File: src/focp_pkg.sv
/*
 Package for the fanout output configuration port: word layout, bit
 positions, start-up values and output type encoding.
 Assumes nothing of its surroundings.
*/
`default_nettype none
package focp_pkg;
    localparam int WORD_W = 10;
    localparam int N_OUT = 8;
    // Bit positions inside the word (index 0 is the first type bit)
    localparam int POS_A_TYPE = 0;
    localparam int POS_BCD_TYPE = 1;
    localparam int POS_EN_LO = 2;
    localparam logic [9:0] WORD_RESET = 10'h000;
    localparam logic [7:0] EN_RESET = 8'h00;
    localparam logic TYPE_LVDS = 1'b0;
    localparam logic TYPE_LVPECL = 1'b1;
    localparam logic [2:0] SYNC_RESET = 3'h0;
    typedef enum logic [0:0] {
        FOCP_TYPE_LVDS,
        FOCP_TYPE_LVPECL
    } focp_type_t;
endpackage : focp_pkg
`default_nettype wire

File: src/focp_port.sv
/*
 Serial configuration port and output control of an eight-output fanout
 buffer: shift register, latch on load strobe, enable gating and type
 selection, serial read-back.
 Assumes the serial clock, data, strobe and gate pins are asynchronous to
 i_clk and slow enough (serial clock period well above six i_clk periods).
*/
`timescale 1ns/10ps
`default_nettype none
// Behaviour
// - Gate low forces every output static
// - Gate and strobe high after a load: follow each enable bit
// - Before first load: static, LVDS type
// - Disabled outputs held static, not toggling
// - D2 types banks BCD, D1 bank A
// - D10..D3 enable individual outputs
// - Outputs toggle only while strobe high
// - Strobe rising high loads active word
// - Strobe low keeps previous configuration
// - Serial read-back output provided
module focp_port
    import focp_pkg::*;
(
    input wire logic i_clk, // System clock, 125 MHz
    input wire logic i_rstn, // Synchronous reset, active low
    input wire logic i_serial_clk, // Serial port clock pin
    input wire logic i_serial_config_in, // Serial data pin
    input wire logic i_load_strobe, // Load strobe pin
    input wire logic i_output_gate, // Global output enable pin
    output logic [7:0] o_out_run, // Per output: toggling allowed
    output logic o_a_bank_type_bit, // Bank A type, 1 = LVPECL
    output logic o_bcd_bank_type_bit, // Banks B/C/D type, 1 = LVPECL
    output logic o_readback, // Serial data output
    output logic o_configured // A word has been loaded
);
    import focp_pkg::*;
    ////////////////////////////////////////////////////////////////////
    logic sclk_s, sdat_s, le_s, gate_s;
    logic sclk_d_ff;
    logic [9:0] shift_ff;
    logic [9:0] word_ff;
    logic le_d_ff;
    logic configured_ff;
    logic sclk_rise, sclk_fall, le_rise;

    // Enable field of a word, one bit per output, D10 at the top
    function automatic logic [N_OUT-1:0] focp_run_bits(input logic [WORD_W-1:0] word);
        return word[WORD_W-1:POS_EN_LO];
    endfunction : focp_run_bits

    // Clock and data share one synchroniser depth, so their relative
    // timing at the pins is kept inside
    focp_sync u_sync_sclk (
        .i_clk(i_clk),
        .i_rstn(i_rstn),
        .i_async(i_serial_clk),
        .o_level(sclk_s)
    );
    focp_sync u_sync_sdat (
        .i_clk(i_clk),
        .i_rstn(i_rstn),
        .i_async(i_serial_config_in),
        .o_level(sdat_s)
    );
    focp_sync u_sync_le (
        .i_clk(i_clk),
        .i_rstn(i_rstn),
        .i_async(i_load_strobe),
        .o_level(le_s)
    );
    focp_sync u_sync_gate (
        .i_clk(i_clk),
        .i_rstn(i_rstn),
        .i_async(i_output_gate),
        .o_level(gate_s)
    );

    assign sclk_rise = sclk_s && !sclk_d_ff;
    assign sclk_fall = !sclk_s && sclk_d_ff;
    assign le_rise = le_s && !le_d_ff;

    always_ff @(posedge i_clk) begin
        if (!i_rstn) begin
            sclk_d_ff <= 1'b0;
            le_d_ff <= 1'b0;
        end else begin
            sclk_d_ff <= sclk_s;
            le_d_ff <= le_s;
        end
    end
    ////////////////////////////////////////////////////////////////////
    // Shift in, first bit ends at the top (D10)
    always_ff @(posedge i_clk) begin
        if (!i_rstn) begin
            shift_ff <= WORD_RESET;
        end else if (sclk_rise) begin
            shift_ff <= {shift_ff[8:0], sdat_s};
        end
    end

    // Read-back shows the oldest bit, updated on the falling edge so the
    // host samples a settled level on its next rising edge
    always_ff @(posedge i_clk) begin
        if (!i_rstn) begin
            o_readback <= 1'b0;
        end else if (sclk_fall || le_rise) begin
            o_readback <= shift_ff[WORD_W-1];
        end
    end
    ////////////////////////////////////////////////////////////////////
    // Active word only moves on the strobe's rising edge
    always_ff @(posedge i_clk) begin
        if (!i_rstn) begin
            word_ff <= WORD_RESET;
            configured_ff <= 1'b0;
        end else if (le_rise) begin
            word_ff <= shift_ff;
            configured_ff <= 1'b1;
        end
    end
    ////////////////////////////////////////////////////////////////////
    // Outputs run only if gated on, enabled, configured and strobe high
    always_ff @(posedge i_clk) begin
        if (!i_rstn) begin
            o_out_run <= EN_RESET;
            o_a_bank_type_bit <= TYPE_LVDS;
            o_bcd_bank_type_bit <= TYPE_LVDS;
            o_configured <= 1'b0;
        end else begin
            o_configured <= configured_ff;
            if (!configured_ff) begin
                o_out_run <= EN_RESET;
                o_a_bank_type_bit <= TYPE_LVDS;
                o_bcd_bank_type_bit <= TYPE_LVDS;
            end else begin
                o_a_bank_type_bit <= word_ff[POS_A_TYPE];
                o_bcd_bank_type_bit <= word_ff[POS_BCD_TYPE];
                if (!gate_s || !le_s) begin
                    o_out_run <= EN_RESET;
                end else begin
                    o_out_run <= focp_run_bits(word_ff);
                end
            end
        end
    end
    ////////////////////////////////////////////////////////////////////
    gate_low_static_a: assert property (@(posedge i_clk) disable iff (!i_rstn)
        !gate_s |=> o_out_run == 8'h00) else $error("outputs run with gate low");
    gate_high_follow_a: assert property (@(posedge i_clk) disable iff (!i_rstn)
        gate_s && le_s && configured_ff |=> o_out_run == $past(word_ff[9:2]))
        else $error("outputs do not follow enables");
    startup_lvds_a: assert property (@(posedge i_clk) disable iff (!i_rstn)
        !configured_ff |=> o_out_run == 8'h00 && !o_a_bank_type_bit && !o_bcd_bank_type_bit)
        else $error("start-up state not static LVDS");
    type_map_a: assert property (@(posedge i_clk) disable iff (!i_rstn)
        configured_ff |=> o_bcd_bank_type_bit == $past(word_ff[1])
        && o_a_bank_type_bit == $past(word_ff[0])) else $error("type bits misrouted");
    strobe_low_stop_a: assert property (@(posedge i_clk) disable iff (!i_rstn)
        !le_s |=> o_out_run == 8'h00) else $error("outputs run with strobe low");
    load_on_rise_a: assert property (@(posedge i_clk) disable iff (!i_rstn)
        le_rise |=> word_ff == $past(shift_ff) && configured_ff)
        else $error("word not loaded on strobe");
    hold_word_a: assert property (@(posedge i_clk) disable iff (!i_rstn)
        !le_rise |=> $stable(word_ff)) else $error("word changed without strobe");
    shift_msb_a: assert property (@(posedge i_clk) disable iff (!i_rstn)
        sclk_rise |=> shift_ff[0] == $past(sdat_s) && shift_ff[9:1] == $past(shift_ff[8:0]))
        else $error("shift register wrong");
    readback_a: assert property (@(posedge i_clk) disable iff (!i_rstn)
        sclk_fall |=> o_readback == $past(shift_ff[9])) else $error("read-back wrong");
    ////////////////////////////////////////////////////////////////////
    // Read-back: the strobe also refreshes it, so the host sees D10 first
    strobe_readback_a: assert property (@(posedge i_clk) disable iff (!i_rstn)
        le_rise |=> o_readback == $past(shift_ff[9]))
        else $error("read-back not refreshed on strobe");
    readback_hold_a: assert property (@(posedge i_clk) disable iff (!i_rstn)
        !sclk_fall && !le_rise |=> $stable(o_readback))
        else $error("read-back moved between edges");
    ////////////////////////////////////////////////////////////////////
    // Shift register only moves on a serial clock rise
    shift_hold_a: assert property (@(posedge i_clk) disable iff (!i_rstn)
        !sclk_rise |=> $stable(shift_ff))
        else $error("shift register moved without clock");
    ////////////////////////////////////////////////////////////////////
    // Configured flag is sticky until reset and mirrored one cycle late
    config_sticky_a: assert property (@(posedge i_clk) disable iff (!i_rstn)
        configured_ff |=> configured_ff)
        else $error("configured flag dropped");
    config_mirror_a: assert property (@(posedge i_clk) disable iff (!i_rstn)
        1'b1 |=> o_configured == $past(configured_ff))
        else $error("configured output wrong");
    run_needs_cfg_a: assert property (@(posedge i_clk) disable iff (!i_rstn)
        o_out_run != 8'h00 |-> configured_ff)
        else $error("outputs run before first load");
    load_needs_le_a: assert property (@(posedge i_clk) disable iff (!i_rstn)
        $rose(configured_ff) |-> $past(le_rise))
        else $error("configured without strobe");
    ////////////////////////////////////////////////////////////////////
    // Shifting a new word must not disturb the type of the running outputs
    type_hold_a: assert property (@(posedge i_clk) disable iff (!i_rstn)
        configured_ff && $stable(word_ff) |=> $stable(o_a_bank_type_bit)
        && $stable(o_bcd_bank_type_bit)) else $error("type changed without load");
    disabled_static_a: assert property (@(posedge i_clk) disable iff (!i_rstn)
        1'b1 |=> (o_out_run & ~$past(focp_run_bits(word_ff))) == 8'h00)
        else $error("disabled output runs");
    // One check per output, so a swapped pair is caught by position
    for (genvar gi = 0; gi < N_OUT; gi++) begin : g_enable_map
        enable_map_a: assert property (@(posedge i_clk) disable iff (!i_rstn)
            gate_s && le_s && configured_ff |=> o_out_run[gi] == $past(word_ff[POS_EN_LO + gi]))
            else $error("enable bit misrouted");
    end
endmodule : focp_port
`default_nettype wire

File: src/focp_sync.sv
/*
 Three-stage input synchroniser with agreement filter.
 Assumes an asynchronous input and a single fast system clock.
*/
`timescale 1ns/10ps
`default_nettype none
module focp_sync
    import focp_pkg::*;
(
    input wire logic i_clk, // System clock
    input wire logic i_rstn, // Synchronous reset, active low
    input wire logic i_async, // Raw pin
    output logic o_level // Filtered level
);
    logic [2:0] stage_ff;
    always_ff @(posedge i_clk) begin
        if (!i_rstn) begin
            stage_ff <= SYNC_RESET;
        end else begin
            stage_ff <= {stage_ff[1:0], i_async};
        end
    end
    // Only the later two stages are looked at; the first may be metastable
    always_ff @(posedge i_clk) begin
        if (!i_rstn) begin
            o_level <= 1'b0;
        end else if (stage_ff[1] == stage_ff[2]) begin
            o_level <= stage_ff[2];
        end
    end
endmodule : focp_sync
`default_nettype wire

File: config.mk
export PLATFORM = sky130hd
export DESIGN_NAME = focp_port
export DESIGN_NICKNAME = d
export VERILOG_FILES = /design/src/focp_pkg.sv /design/src/focp_port.sv /design/src/focp_sync.sv
export SDC_FILE = /design/constraint.sdc
export NUM_CORES = 1
export LEC_CHECK = 0
export ABC_AREA = 1
export BUFFER_PORTS_ARGS = -buffer_cell sky130_fd_sc_hd__clkbuf_2
export CORE_UTILIZATION = 39
export CTS_BUF_LIST = sky130_fd_sc_hd__clkbuf_16
export CTS_CLUSTER_DIAMETER = 100
export CTS_CLUSTER_SIZE = 24
export DETAILED_ROUTE_END_ITERATION = 16
export GPL_ROUTABILITY_DRIVEN = 0
export HOLD_SLACK_MARGIN = 0.02
export SLEW_MARGIN = 20
export SYNTH_ARGS = -nofsm -noshare
export SYNTH_HDL_FRONTEND = slang
export SYNTH_SLANG_ARGS = --single-unit
File: constraint.sdc
create_clock -name i_clk -period 1.47 [get_ports i_clk]
set_clock_uncertainty 0.2 [all_clocks]
set_input_delay 0.2205 -clock i_clk [delete_from_list [all_inputs] [get_ports i_clk]]
set_output_delay 0.2205 -clock i_clk [all_outputs]
set_load 0.02 [all_outputs]
==> impl_results.md, run 1 <==
- Core area: 4000 um2
- Sw Share: 0.182
- Setup TNS: 0 ns
- Maximum clock path buffer count: 2
- Cell count after synthesis: 200
- Mean Syn Cell Area: 8.18 um2
- Synth cell types: 16
- H-Tree Level Count: 2
- Worst Path Max Fanout: 2
- Worst EP required: 1.05 ns
- Crit-path max cell delay: 0.34 ns
- Cts hold-fix bufs: 4
- Crit. End Element: output port
- Worst path cell trace: clkbuf_2
- Post-synth ARST share: 0
- 1st-iter DRT viols: 46
- Hold Crit Class: in -> reg
- Placed cell area: 1770 um2
- Die Y: 66.8 um
- Yosys reg bits: 51
- Yosys top cell area share: 0.624
- Combinational share of power: 0.023
- Routed len/inst: 8.92 um
- Final ANT Viol Nets: 0
- PnR Total Power: 2.71 mW
- Initial core utilization: 0.409
- Vias: 1156
- Final period util: 0.830
- Nets: 230
- TritonCTS clock tree: done
- Synth cell count leaders: nor2_1 (53), dfxtp_1 (51), inv_1 (33), nand2_1 (24), o21ai_0 (21)
- Final Hold Fails: 0
- Num CTS Buffers: 5
- Multi-input logic area: 445 um2
- Overall die area: 4460 um2
- Post-CTS Setup Inserts: 0
- FMAX: 820 MHz
- CP bufs+invs: 1
- Initial antenna violation count: 0
- Vias in the first global route: 1027
- Mapped Nets: slightly above 200
- Synthesized area: 1640 um2
- Filler cells: 388
- CP arrival: 0.80 ns
- Yosys top cell by area: dfxtp_1
- Psw: about 0.49 mW
- Vias/cell: about 4.2
- CP delay by family, top: flip-flops
- Diode count: 0
- Clk slew on worst S/H paths: roughly 0.06 ns
- Max VDD drop: 0.758 mV
- Global-route wire length before repair: 4260 um
- Most frequent cell after synthesis: nor2_1
- Max stage delay cell, worst path: dfxtp_1
- Clock sink total: 51
- Worst-Margin Slew: ~0.26 ns
- Synth warnings: 0
- Final wirelength: around 2400 um
- Outcome: completed
- Final setup viols: 0
- Setup ws final: 0.250 ns
- Hpwl dp: about 1600 um
- CTS root buf: clkbuf_16
- EDFF count, synth: 0
- Max Cap Viol: 0
- Post-CTS Resized: 0
- Clock share of power: 0.457
- Largest net degree at the start of global routing: 25
- IO Port Bufs: 17
- Fin util: 0.492
- Register area share after synthesis: 0.624
- FP Rows: 23
- Fin crit period: 1.22 ns
- Router iterations before antenna repair: 4
- Worst relative slew slack: 0.828
- Top_reg_cell synth: dfxtp_1
- Grt total ovfl: 0
- Register area: 1020 um2
- Ports: 18
- DRC Markers: 0
- Fin area: 1970 um2
- Worst Setup Path Type: reg -> out
- Layout cell share with drive strength beyond 1: 0.129
- Fin. max-slew vios: 0
- Die W: roughly 67 um
- Top cells by area, synth: dfxtp_1 (62%), nor2_1 (12%), inv_1 (7.6%), o21ai_0 (6.4%), nand2_1 (5.5%)
- Element type at the critical path start: flip-flop
- Power share of the sequential group: 0.519
- Clk_lat worst skew: between 0.2 and 0.3 ns
- Int Power: between 2 and 2.5 mW
- Dpl ws: 0.264 ns
- Area Overhead vs Synth: 20.3%
- Gr usage total: 0.131
- Power per standard cell area: 1380 nW/um2
- RSZ-0062 raised after global routing: no
- Leak pwr: 0.927 nW
==> cells in the final DEF (no fill, tap or decap), types with 3 or more instances in the layout <==
cell and n:
nor2_1 53, dfxtp_1 51, inv_1 34, nand2_1 24
o21ai_0 21, clkbuf_2 17, clkbuf_16 5, dlygate4sd3_1 4
a21oi_1 3, o21ai_1 3, buf_4 3
==> metal layers <==
| metal | part of all wire | vias up | track usage | wire length [um] |
|---|---|---|---|---|
| li1 | - | 641 | - | - |
| met1 | 0.52 | 486 | 0.144 | 1270 |
| met2 | 0.41 | 23 | 0.215 | 1000 |
| met3 | 0.049 | 6 | 0.0565 | 121 |
| met4 | 0.019 | 0 | 0.0638 | 46 |
| met5 | 0 | - | 0 | 0 |
==> flip-flops by register name, indices dropped and copies added (netlist names), 3 cells and up <==
name                  count
word_ff                  10
u_sync_sdat.stage_ff      3
o_out_run                 8
u_sync_le.stage_ff        3
shift_ff                 10
u_sync_sclk.stage_ff      3
u_sync_gate.stage_ff      3
==> power by group through the flow <==
stage | clock (mW) | sequential [mW] | combinational (mW)
6_report | 1.24 | 1.40 | 0.0630
4_1_cts | 1.27 | 1.40 | 0.0635
3_5_place_dp | 0 | 1.44 | 0.0549
5_1_grt | 1.34 | 1.41 | 0.0734
2_1_floorplan | 0 | 1.43 | 0.0401
3_3_place_gp | 0 | 1.44 | 0.0542
==> worst paths after layout <==
path,startpoint,end,slack (ns),cells after the start
worst min-delay path,i_rstn,le_d_ff$_SDFF_PN0_,0.02,3
worst max register to register,sclk_d_ff$_SDFF_PN0_,shift_ff[7]$_SDFFE_PN0P_,0.27,5
worst max-delay path,o_readback$_SDFFE_PN0P_,o_readback,0.25,1
worst min register to register,u_sync_le.stage_ff[0]$_SDFF_PN0_,u_sync_le.stage_ff[1]$_SDFF_PN0_,0.21,2
==> worst register-to-register path, cell delays in order, from the launching register on <==
cell and delay, ns:
dfxtp_1 0.33, inv_1 0.04, nand2_1 0.07, clkinv_1 0.23, nor2_1 0.17, nor2_1 0.06
==> metrics by stage <==
step / hold slack [ns] / std cells
final: 0.0173 / 274
after CTS: 0.0216 / 274
after detailed placement: 0.198 / 263
after global routing: 0.0503 / 274
after floorplan: 0.118 / 200
after global placement: 0.192 / 263
==> logic make-up after synthesis <==
family	Yosys count	share of synthesized area
flops	51	0.624
buf+inv	42	0.103
compound gates	27	0.0826
simple gates	80	0.190
==> cell type report <==
cell class                      count  area share
Sequential cell                    51       0.519
Tap cell                           50      0.0318
Multi-Input combinational cell    107       0.226
Inverter                           35      0.0668
Clock buffer                        5      0.0636
Timing Repair Buffer               24      0.0751
Clock inverter                      2      0.0172
(Power assumes the default switching activity.)
==> run 2, diff against run 1 <==
Clock period 1.47 ns to 1.3 ns, I/O delays scaled along.
==> impl_results.md, run 2 (synthesis gave the netlist of run 1 again) <==
- CP arrival: 0.81 ns (was 0.80 ns)
- Vias in the first global route: 971 (was 1027)
- Num CTS Buffers: 5 (unchanged)
- CTS root buf: clkbuf_16 (unchanged)
- Crit-path max cell delay: 0.35 ns (was 0.34 ns)
- Power per standard cell area: 1480 nW/um2 (was 1380 nW/um2)
- Final wirelength: 2370 um (was 2450 um)
- Filler cells: 412 (was 388)
- Worst-Margin Slew: 0.243 ns (was 0.256 ns)
- Final period util: 0.925
- Grt total ovfl: 0 (unchanged)
- Gr usage total: 0.128 (was 0.131)
- Layout cell share with drive strength beyond 1: 0.133 (was 0.129)
- Core area: 4000 um2 (unchanged)
- Final setup viols: 0 (unchanged)
- Nets: 230 (unchanged)
- Hold Path Depth: 3 (unchanged)
- Setup ws final: 0.0972 ns (was 0.250 ns)
- Area Overhead vs Synth: 19.7% (was 20.3%)
- DRC Markers: 0 (unchanged)
- Die Y: 66.8 um (unchanged)
- FMAX: ~830 MHz
- Global-route wire length before repair: 4160 um (was 4260 um)
- Die W: 66.8 um (unchanged)
- Ports: 18 (unchanged)
- TritonCTS clock tree: done (unchanged)
- IO Port Bufs: 17 (unchanged)
- H-Tree Level Count: 2 (unchanged)
- Initial core utilization: 0.409 (unchanged)
- Commonest non-fill, non-tap cells in the layout: nor2_1 (53), dfxtp_1 (51), inv_1 (34), nand2_1 (24), o21ai_0 (21) (unchanged)
- Worst path cell trace: clkbuf_2 (unchanged)
- Clk slew on worst S/H paths: 0.06 ns (about the same)
- Vias/cell: 4.16 (was 4.22)
- Element type at the critical path start: flip-flop (unchanged)
- Crit. End Element: output port (unchanged)
- Hpwl dp: 1510 um (was 1580 um)
- Finished Layout Cells: 275 (was 274)
- CP bufs+invs: 1 (unchanged)
- Worst Path Max Fanout: 2 (unchanged)
- Placed cells: 263 (unchanged)
- Max Cap Viol: 0 (unchanged)
- Max VDD drop: 0.698 mV (was 0.758 mV)
- Dpl ws: 0.0833 ns (was 0.264 ns)
- FP Rows: 23 (unchanged)
- Most common cell after layout, fill and taps aside: nor2_1 (unchanged)
- 1st-iter DRT viols: 51 (was 46)
- Worst EP required: 0.90 ns (was 1.05 ns)
- Worst Setup Path Type: reg -> out (unchanged)
- Fin crit period: between 1 and 1.5 ns
- Maximum clock path buffer count: 2 (unchanged)
- Fin util: 0.489 (was 0.492)
- Diode count: 0 (unchanged)
- Register area: 1020 um2 (unchanged)
- CP delay by family, top: flip-flops (unchanged)
- Biggest regs: shift_ff: 10 flops, word_ff: 10 flops, o_out_run: 8 flops (unchanged)
- Router iterations before antenna repair: 4 (unchanged)
- Leak pwr: 0.917 nW (was 0.927 nW)
- Outcome: completed (unchanged)
- Setup TNS: 0 ns (unchanged)
- Final ANT Viol Nets: 0 (unchanged)
- Final Hold Fails: 0 (unchanged)
- Initial antenna violation count: 0 (unchanged)
- Clk_lat worst skew: 0.28 ns (about the same)
- Reg2Reg Depth: 5 (unchanged)
- Worst relative slew slack: 0.837 (was 0.828)
- Hold Crit Class: in -> reg (unchanged)
- Fin. max-slew vios: 0 (unchanged)
- Overall die area: 4460 um2 (unchanged)
- Routed len/inst: 8.61 um (was 8.92 um)
- Multi-input logic area: 450 um2 (was 445 um2)
- Vias: 1144 (was 1156)
- Largest net degree at the start of global routing: 23 (was 25)
- WP depth: 1 (unchanged)
- Clock sink total: 51 (unchanged)
- RSZ-0062 raised after global routing: no (unchanged)
- Max stage delay cell, worst path: dfxtp_1 (unchanged)
==> run 2: cell types whose count changed in the layout (fill, tap and decap cells not counted) <==
cell / before / now
nand2_4: 0 / 1
inv_4: 0 / 1
bufinv_16: 1 / 0
nand2_2: 1 / 0
clkinv_2: 0 / 1
inv_2: 1 / 0
clkinvlp_4: 0 / 1
==> run 2: layout make-up <==
type / instances / area share
timing repair buffer: 24 / 0.0754
multi-input combinational: 107 / 0.230
clock inverter: 3 / 0.00831
tap: 50 / 0.0320
inverter: 35 / 0.0684
clock buffer: 5 / 0.0639
sequential: 51 / 0.522
==> run 2: path summary, 6_finish.rpt <==
path | start | to | slack (ns)
worst max-delay path | o_readback$_SDFFE_PN0P_ | o_readback | 0.1
worst min register to register | u_sync_le.stage_ff[0]$_SDFF_PN0_ | u_sync_le.stage_ff[1]$_SDFF_PN0_ | 0.21
worst min-delay path | i_rstn | configured_ff$_SDFFE_PN0P_ | 0.03
worst max register to register | sclk_d_ff$_SDFF_PN0_ | shift_ff[9]$_SDFFE_PN0P_ | 0.11
==> run 2: per-stage QoR <==
step	area, um2	hold slack, ns	power, mW
floorplan	1640	0.0926	1.67
global placement	1770	0.178	1.68
detailed placement	1770	0.180	1.69
CTS	1950	0.0225	2.93
global route	1960	0.0559	3.00
finish	1960	0.0258	2.89
==> run 2: layer usage <==
layer,vias to the layer above,part of all wire,GRT usage,routed length [um]
li1,641,-,-,-
met1,480,0.53,0.154,1250
met2,19,0.42,0.189,999
met3,4,0.031,0.0462,74
met4,0,0.020,0.0798,47
met5,-,0,0,0
==> run 2: what timing repair did <==
| action | in CTS | in global routing |
|---|---|---|
| buffers inserted | 0 | 0 |
| hold endpoints to repair | 4 | 0 |
| endpoints found under the setup margin | 0 | 11 |
| hold buffers | 4 | 0 |
| resized for setup | 0 | 2 |
==> run 2: where the power goes <==
group / leakage [nW] / switching [mW] / total, mW / internal (mW)
combinational: 0.433 / 0.0386 / 0.0711 / 0.0325
clock: 0.0710 / 0.528 / 1.23 / 0.702
sequential: 0.413 / 0.00705 / 1.59 / 1.58
total: 0.917 / 0.574 / 2.89 / 2.32
==> run 3, diff against run 2 <==
Settings changed: ABC_AREA 1 to 0.
==> impl_results.md, run 3 <==
- Grt total ovfl: 0 (unchanged)
- Most common cell after layout, fill and taps aside: dfxtp_1 (was nor2_1)
- Ports: 18 (unchanged)
- Power per standard cell area: 1440 nW/um2 (was 1480 nW/um2)
- IO Port Bufs: 17 (unchanged)
- Register area share after synthesis: 0.616 (was 0.624)
- Worst Path Max Fanout: 2 (unchanged)
- Min-delay src: i_rstn (unchanged)
- Clk slew on worst S/H paths: 0.06 ns (about the same)
- Max VDD drop: 0.560 mV (was 0.698 mV)
- Reg2Reg Depth: 4 (was 5)
- Crit. End Element: output port (unchanged)
- DRC Markers: 0 (unchanged)
- Synth warnings: 0 (unchanged)
- Element type at the critical path start: flip-flop (unchanged)
- Fin. max-slew vios: 0 (unchanged)
- Largest net degree at the start of global routing: 20 (was 23)
- FMAX: 843 MHz (was 831 MHz)
- CTS root buf: clkbuf_16 (unchanged)
- WP depth: 1 (unchanged)
- CP endpoint: o_readback (unchanged)
- Most frequent cell after synthesis: dfxtp_1 (was nor2_1)
- Worst path cell trace: clkbuf_2 (unchanged)
- Final setup viols: 0 (unchanged)
- Vias: 1090 (was 1144)
- Router iterations before antenna repair: 4 (unchanged)
- Maximum clock path buffer count: 2 (unchanged)
- Biggest regs: shift_ff: 10 flops, word_ff: 10 flops, o_out_run: 8 flops (unchanged)
- Leak pwr: 0.768 nW (was 0.917 nW)
- Final period util: 0.912 (was 0.925)
- EDFF count, synth: 0 (unchanged)
- Synthesized area: 1660 um2 (was 1640 um2)
- Initial antenna violation count: 0 (unchanged)
- Initial core utilization: 0.411 (was 0.409)
- Crit-path max cell delay: 0.34 ns (was 0.35 ns)
- R2R Setup Slk: 0.12 ns (was 0.11 ns)
- Core area: 4030 um2 (was 4000 um2)
- Worst r2r dst: shift_ff[8]$_SDFFE_PN0P_ (was shift_ff[9]$_SDFFE_PN0P_)
- FP Rows: 23 (unchanged)
- CP delay by family, top: flip-flops (unchanged)
- CP arrival: 0.79 ns (was 0.81 ns)
- Setup TNS: 0 ns (unchanged)
- Die Y: 67.2 um (was 66.8 um)
- Crit path launch: o_readback$_SDFFE_PN0P_ (unchanged)
- Area Overhead vs Synth: 19.9% (was 19.7%)
- Worst-Margin Slew: 0.191 ns (was 0.243 ns)
- Fin crit period: 1.19 ns (was 1.20 ns)
- Worst Setup Path Type: reg -> out (unchanged)
- Routed len/inst: 10.1 um (was 8.61 um)
- Sw Share: 0.195 (was 0.199)
- Post-synth ARST share: 0 (unchanged)
- Hpwl dp: 1750 um (was 1510 um)
- Power share of the sequential group: 0.551 (was 0.550)
- Vias in the first global route: 956 (was 971)
- Yosys reg bits: 51 (unchanged)
- Worst r2r src: u_sync_sclk.o_level$_SDFFE_PN0N_ (was sclk_d_ff$_SDFF_PN0_)
- Mean Syn Cell Area: 9.99 um2 (was 8.18 um2)
- Yosys top cell by area: dfxtp_1 (unchanged)
- Psw: 0.559 mW (was 0.574 mW)
- Yosys top cell area share: 0.616 (was 0.624)
- Overall die area: 4520 um2 (was 4460 um2)
- Die W: 67.2 um (was 66.8 um)
- Outcome: completed (unchanged)
- Max Cap Viol: 0 (unchanged)
- Final wirelength: 2450 um (was 2370 um)
- Mapped Nets: 172 (was 206)
- TritonCTS clock tree: done (unchanged)
- Global-route wire length before repair: 4040 um (was 4160 um)
- Int Power: 2.31 mW (was 2.32 mW)
- Hold Crit Class: in -> reg (unchanged)
- Vias/cell: 4.50 (was 4.16)
- RSZ-0062 raised after global routing: no (unchanged)
- Clock share of power: 0.428 (was 0.426)
- Max stage delay cell, worst path: dfxtp_1 (unchanged)
- H-Tree Level Count: 2 (unchanged)
- Clk_lat worst skew: 0.28 ns (about the same)
- Num CTS Buffers: 5 (unchanged)
- PnR Total Power: 2.87 mW (was 2.89 mW)
- Gr usage total: 0.122 (was 0.128)
- Top_reg_cell synth: dfxtp_1 (unchanged)
- Synth cell count leaders: dfxtp_1 (51), nand2_1 (45), and2_1 (22), a21boi_0 (14), a21boi_1 (10) (was nor2_1 (53), dfxtp_1 (51), inv_1 (33), nand2_1 (24), o21ai_0 (21))
- Cell count after synthesis: 166 (was 200)
- CP bufs+invs: 1 (unchanged)
- Final ANT Viol Nets: 0 (unchanged)
- Fin util: 0.493 (was 0.489)
- 1st-iter DRT viols: 44 (was 51)
- Combinational share of power: 0.020 (was 0.025)
- Diode count: 0 (unchanged)
- Hold_ws: 0.0412 ns (was 0.0258 ns)
- Nets: 197 (was 230)
- Synth cell types: 20 (was 16)
- Layout cell share with drive strength beyond 1: 0.182 (was 0.133)
- Worst EP required: 0.90 ns (about the same)
- Multi-input logic area: 601 um2 (was 450 um2)
- Commonest non-fill, non-tap cells in the layout: dfxtp_1 (50), nand2_1 (45), and2_1 (22), clkbuf_2 (17), a21boi_0 (14) (was nor2_1 (53), dfxtp_1 (51), inv_1 (34), nand2_1 (24), o21ai_0 (21))
- Clock sink total: 51 (unchanged)
- Register area: 1020 um2 (about the same)
- Final Hold Fails: 0 (unchanged)
- Worst relative slew slack: 0.873 (was 0.837)
- Top cells by area, synth: dfxtp_1 (62%), nand2_1 (10%), and2_1 (8.3%), a21boi_0 (6.3%), a21boi_1 (4.5%) (was dfxtp_1 (62%), nor2_1 (12%), inv_1 (7.6%), o21ai_0 (6.4%), nand2_1 (5.5%))
- Filler cells: 404 (was 412)
==> run 3: changes by cell type after synthesis, moves of 10 or more <==
cell and change:
a21boi_0 +14, a21boi_1 +10, nor2_1 -53, and2_1 +22
nand2_1 +21, inv_1 -33, o21ai_0 -17
==> run 3: stage by stage <==
stage | instance area, um2 | cells | worst slack (ns)
after detailed placement | 1800 | 230 | 0.0505
final | 1990 | 242 | 0.114
after floorplan | 1660 | 166 | 0.199
after CTS | 1980 | 242 | 0.0309
after global routing | 1990 | 242 | 0.0151
after global placement | 1800 | 230 | 0.125
==> run 3: area by class of cell <==
class                      count  share of cell area
clock buffer                   5              0.0629
multi-input combinational    107               0.302
tap                           50              0.0315
sequential                    51               0.514
clock inverter                 3             0.00755
timing repair buffer          26              0.0818
==> run 3: how the worst min path moves through the flow <==
stage,to,slack (ns),depth (start not counted)
floorplan,u_sync_gate.stage_ff[0]$_SDFF_PN0_,0.12,1
global placement,u_sync_gate.stage_ff[0]$_SDFF_PN0_,0.20,2
detailed placement,u_sync_gate.stage_ff[0]$_SDFF_PN0_,0.21,2
CTS,o_configured$_SDFF_PN0_,0.04,2
global route,o_configured$_SDFF_PN0_,0.06,2
finish,o_configured$_SDFF_PN0_,0.04,2
==> run 3: cell families after synthesis <==
kind of cell	count (synthesis)	share of synthesized area
and+or+nand+nor	76	0.225
AOI/OAI and AO/OA	31	0.135
buffers and inverters	8	0.0241
DFF	51	0.616
==> run 3: what timing repair did <==
item,in CTS,in global routing
endpoints found under the setup margin,0,16
buffers inserted,0,0
resized for setup,0,3
hold buffers,4,0
hold endpoints to repair,4,0
==> run 3: metal layers <==
metal / up-vias / GRT usage / routed length, um
met5: - / 0 / 0
met1: 481 / 0.144 / 1200
met3: 6 / 0.0405 / 90
met2: 20 / 0.191 / 1100
met4: 0 / 0.0718 / 57
li1: 583 / - / -
==> run 3: power groups by stage <==
stage               sequential, mW  clock (mW)  combinational (mW)
floorplan                     1.62           0              0.0310
global placement              1.62           0              0.0485
detailed placement            1.62           0              0.0506
CTS                           1.58        1.27              0.0600
global route                  1.58        1.32              0.0650
finish                        1.58        1.23              0.0587
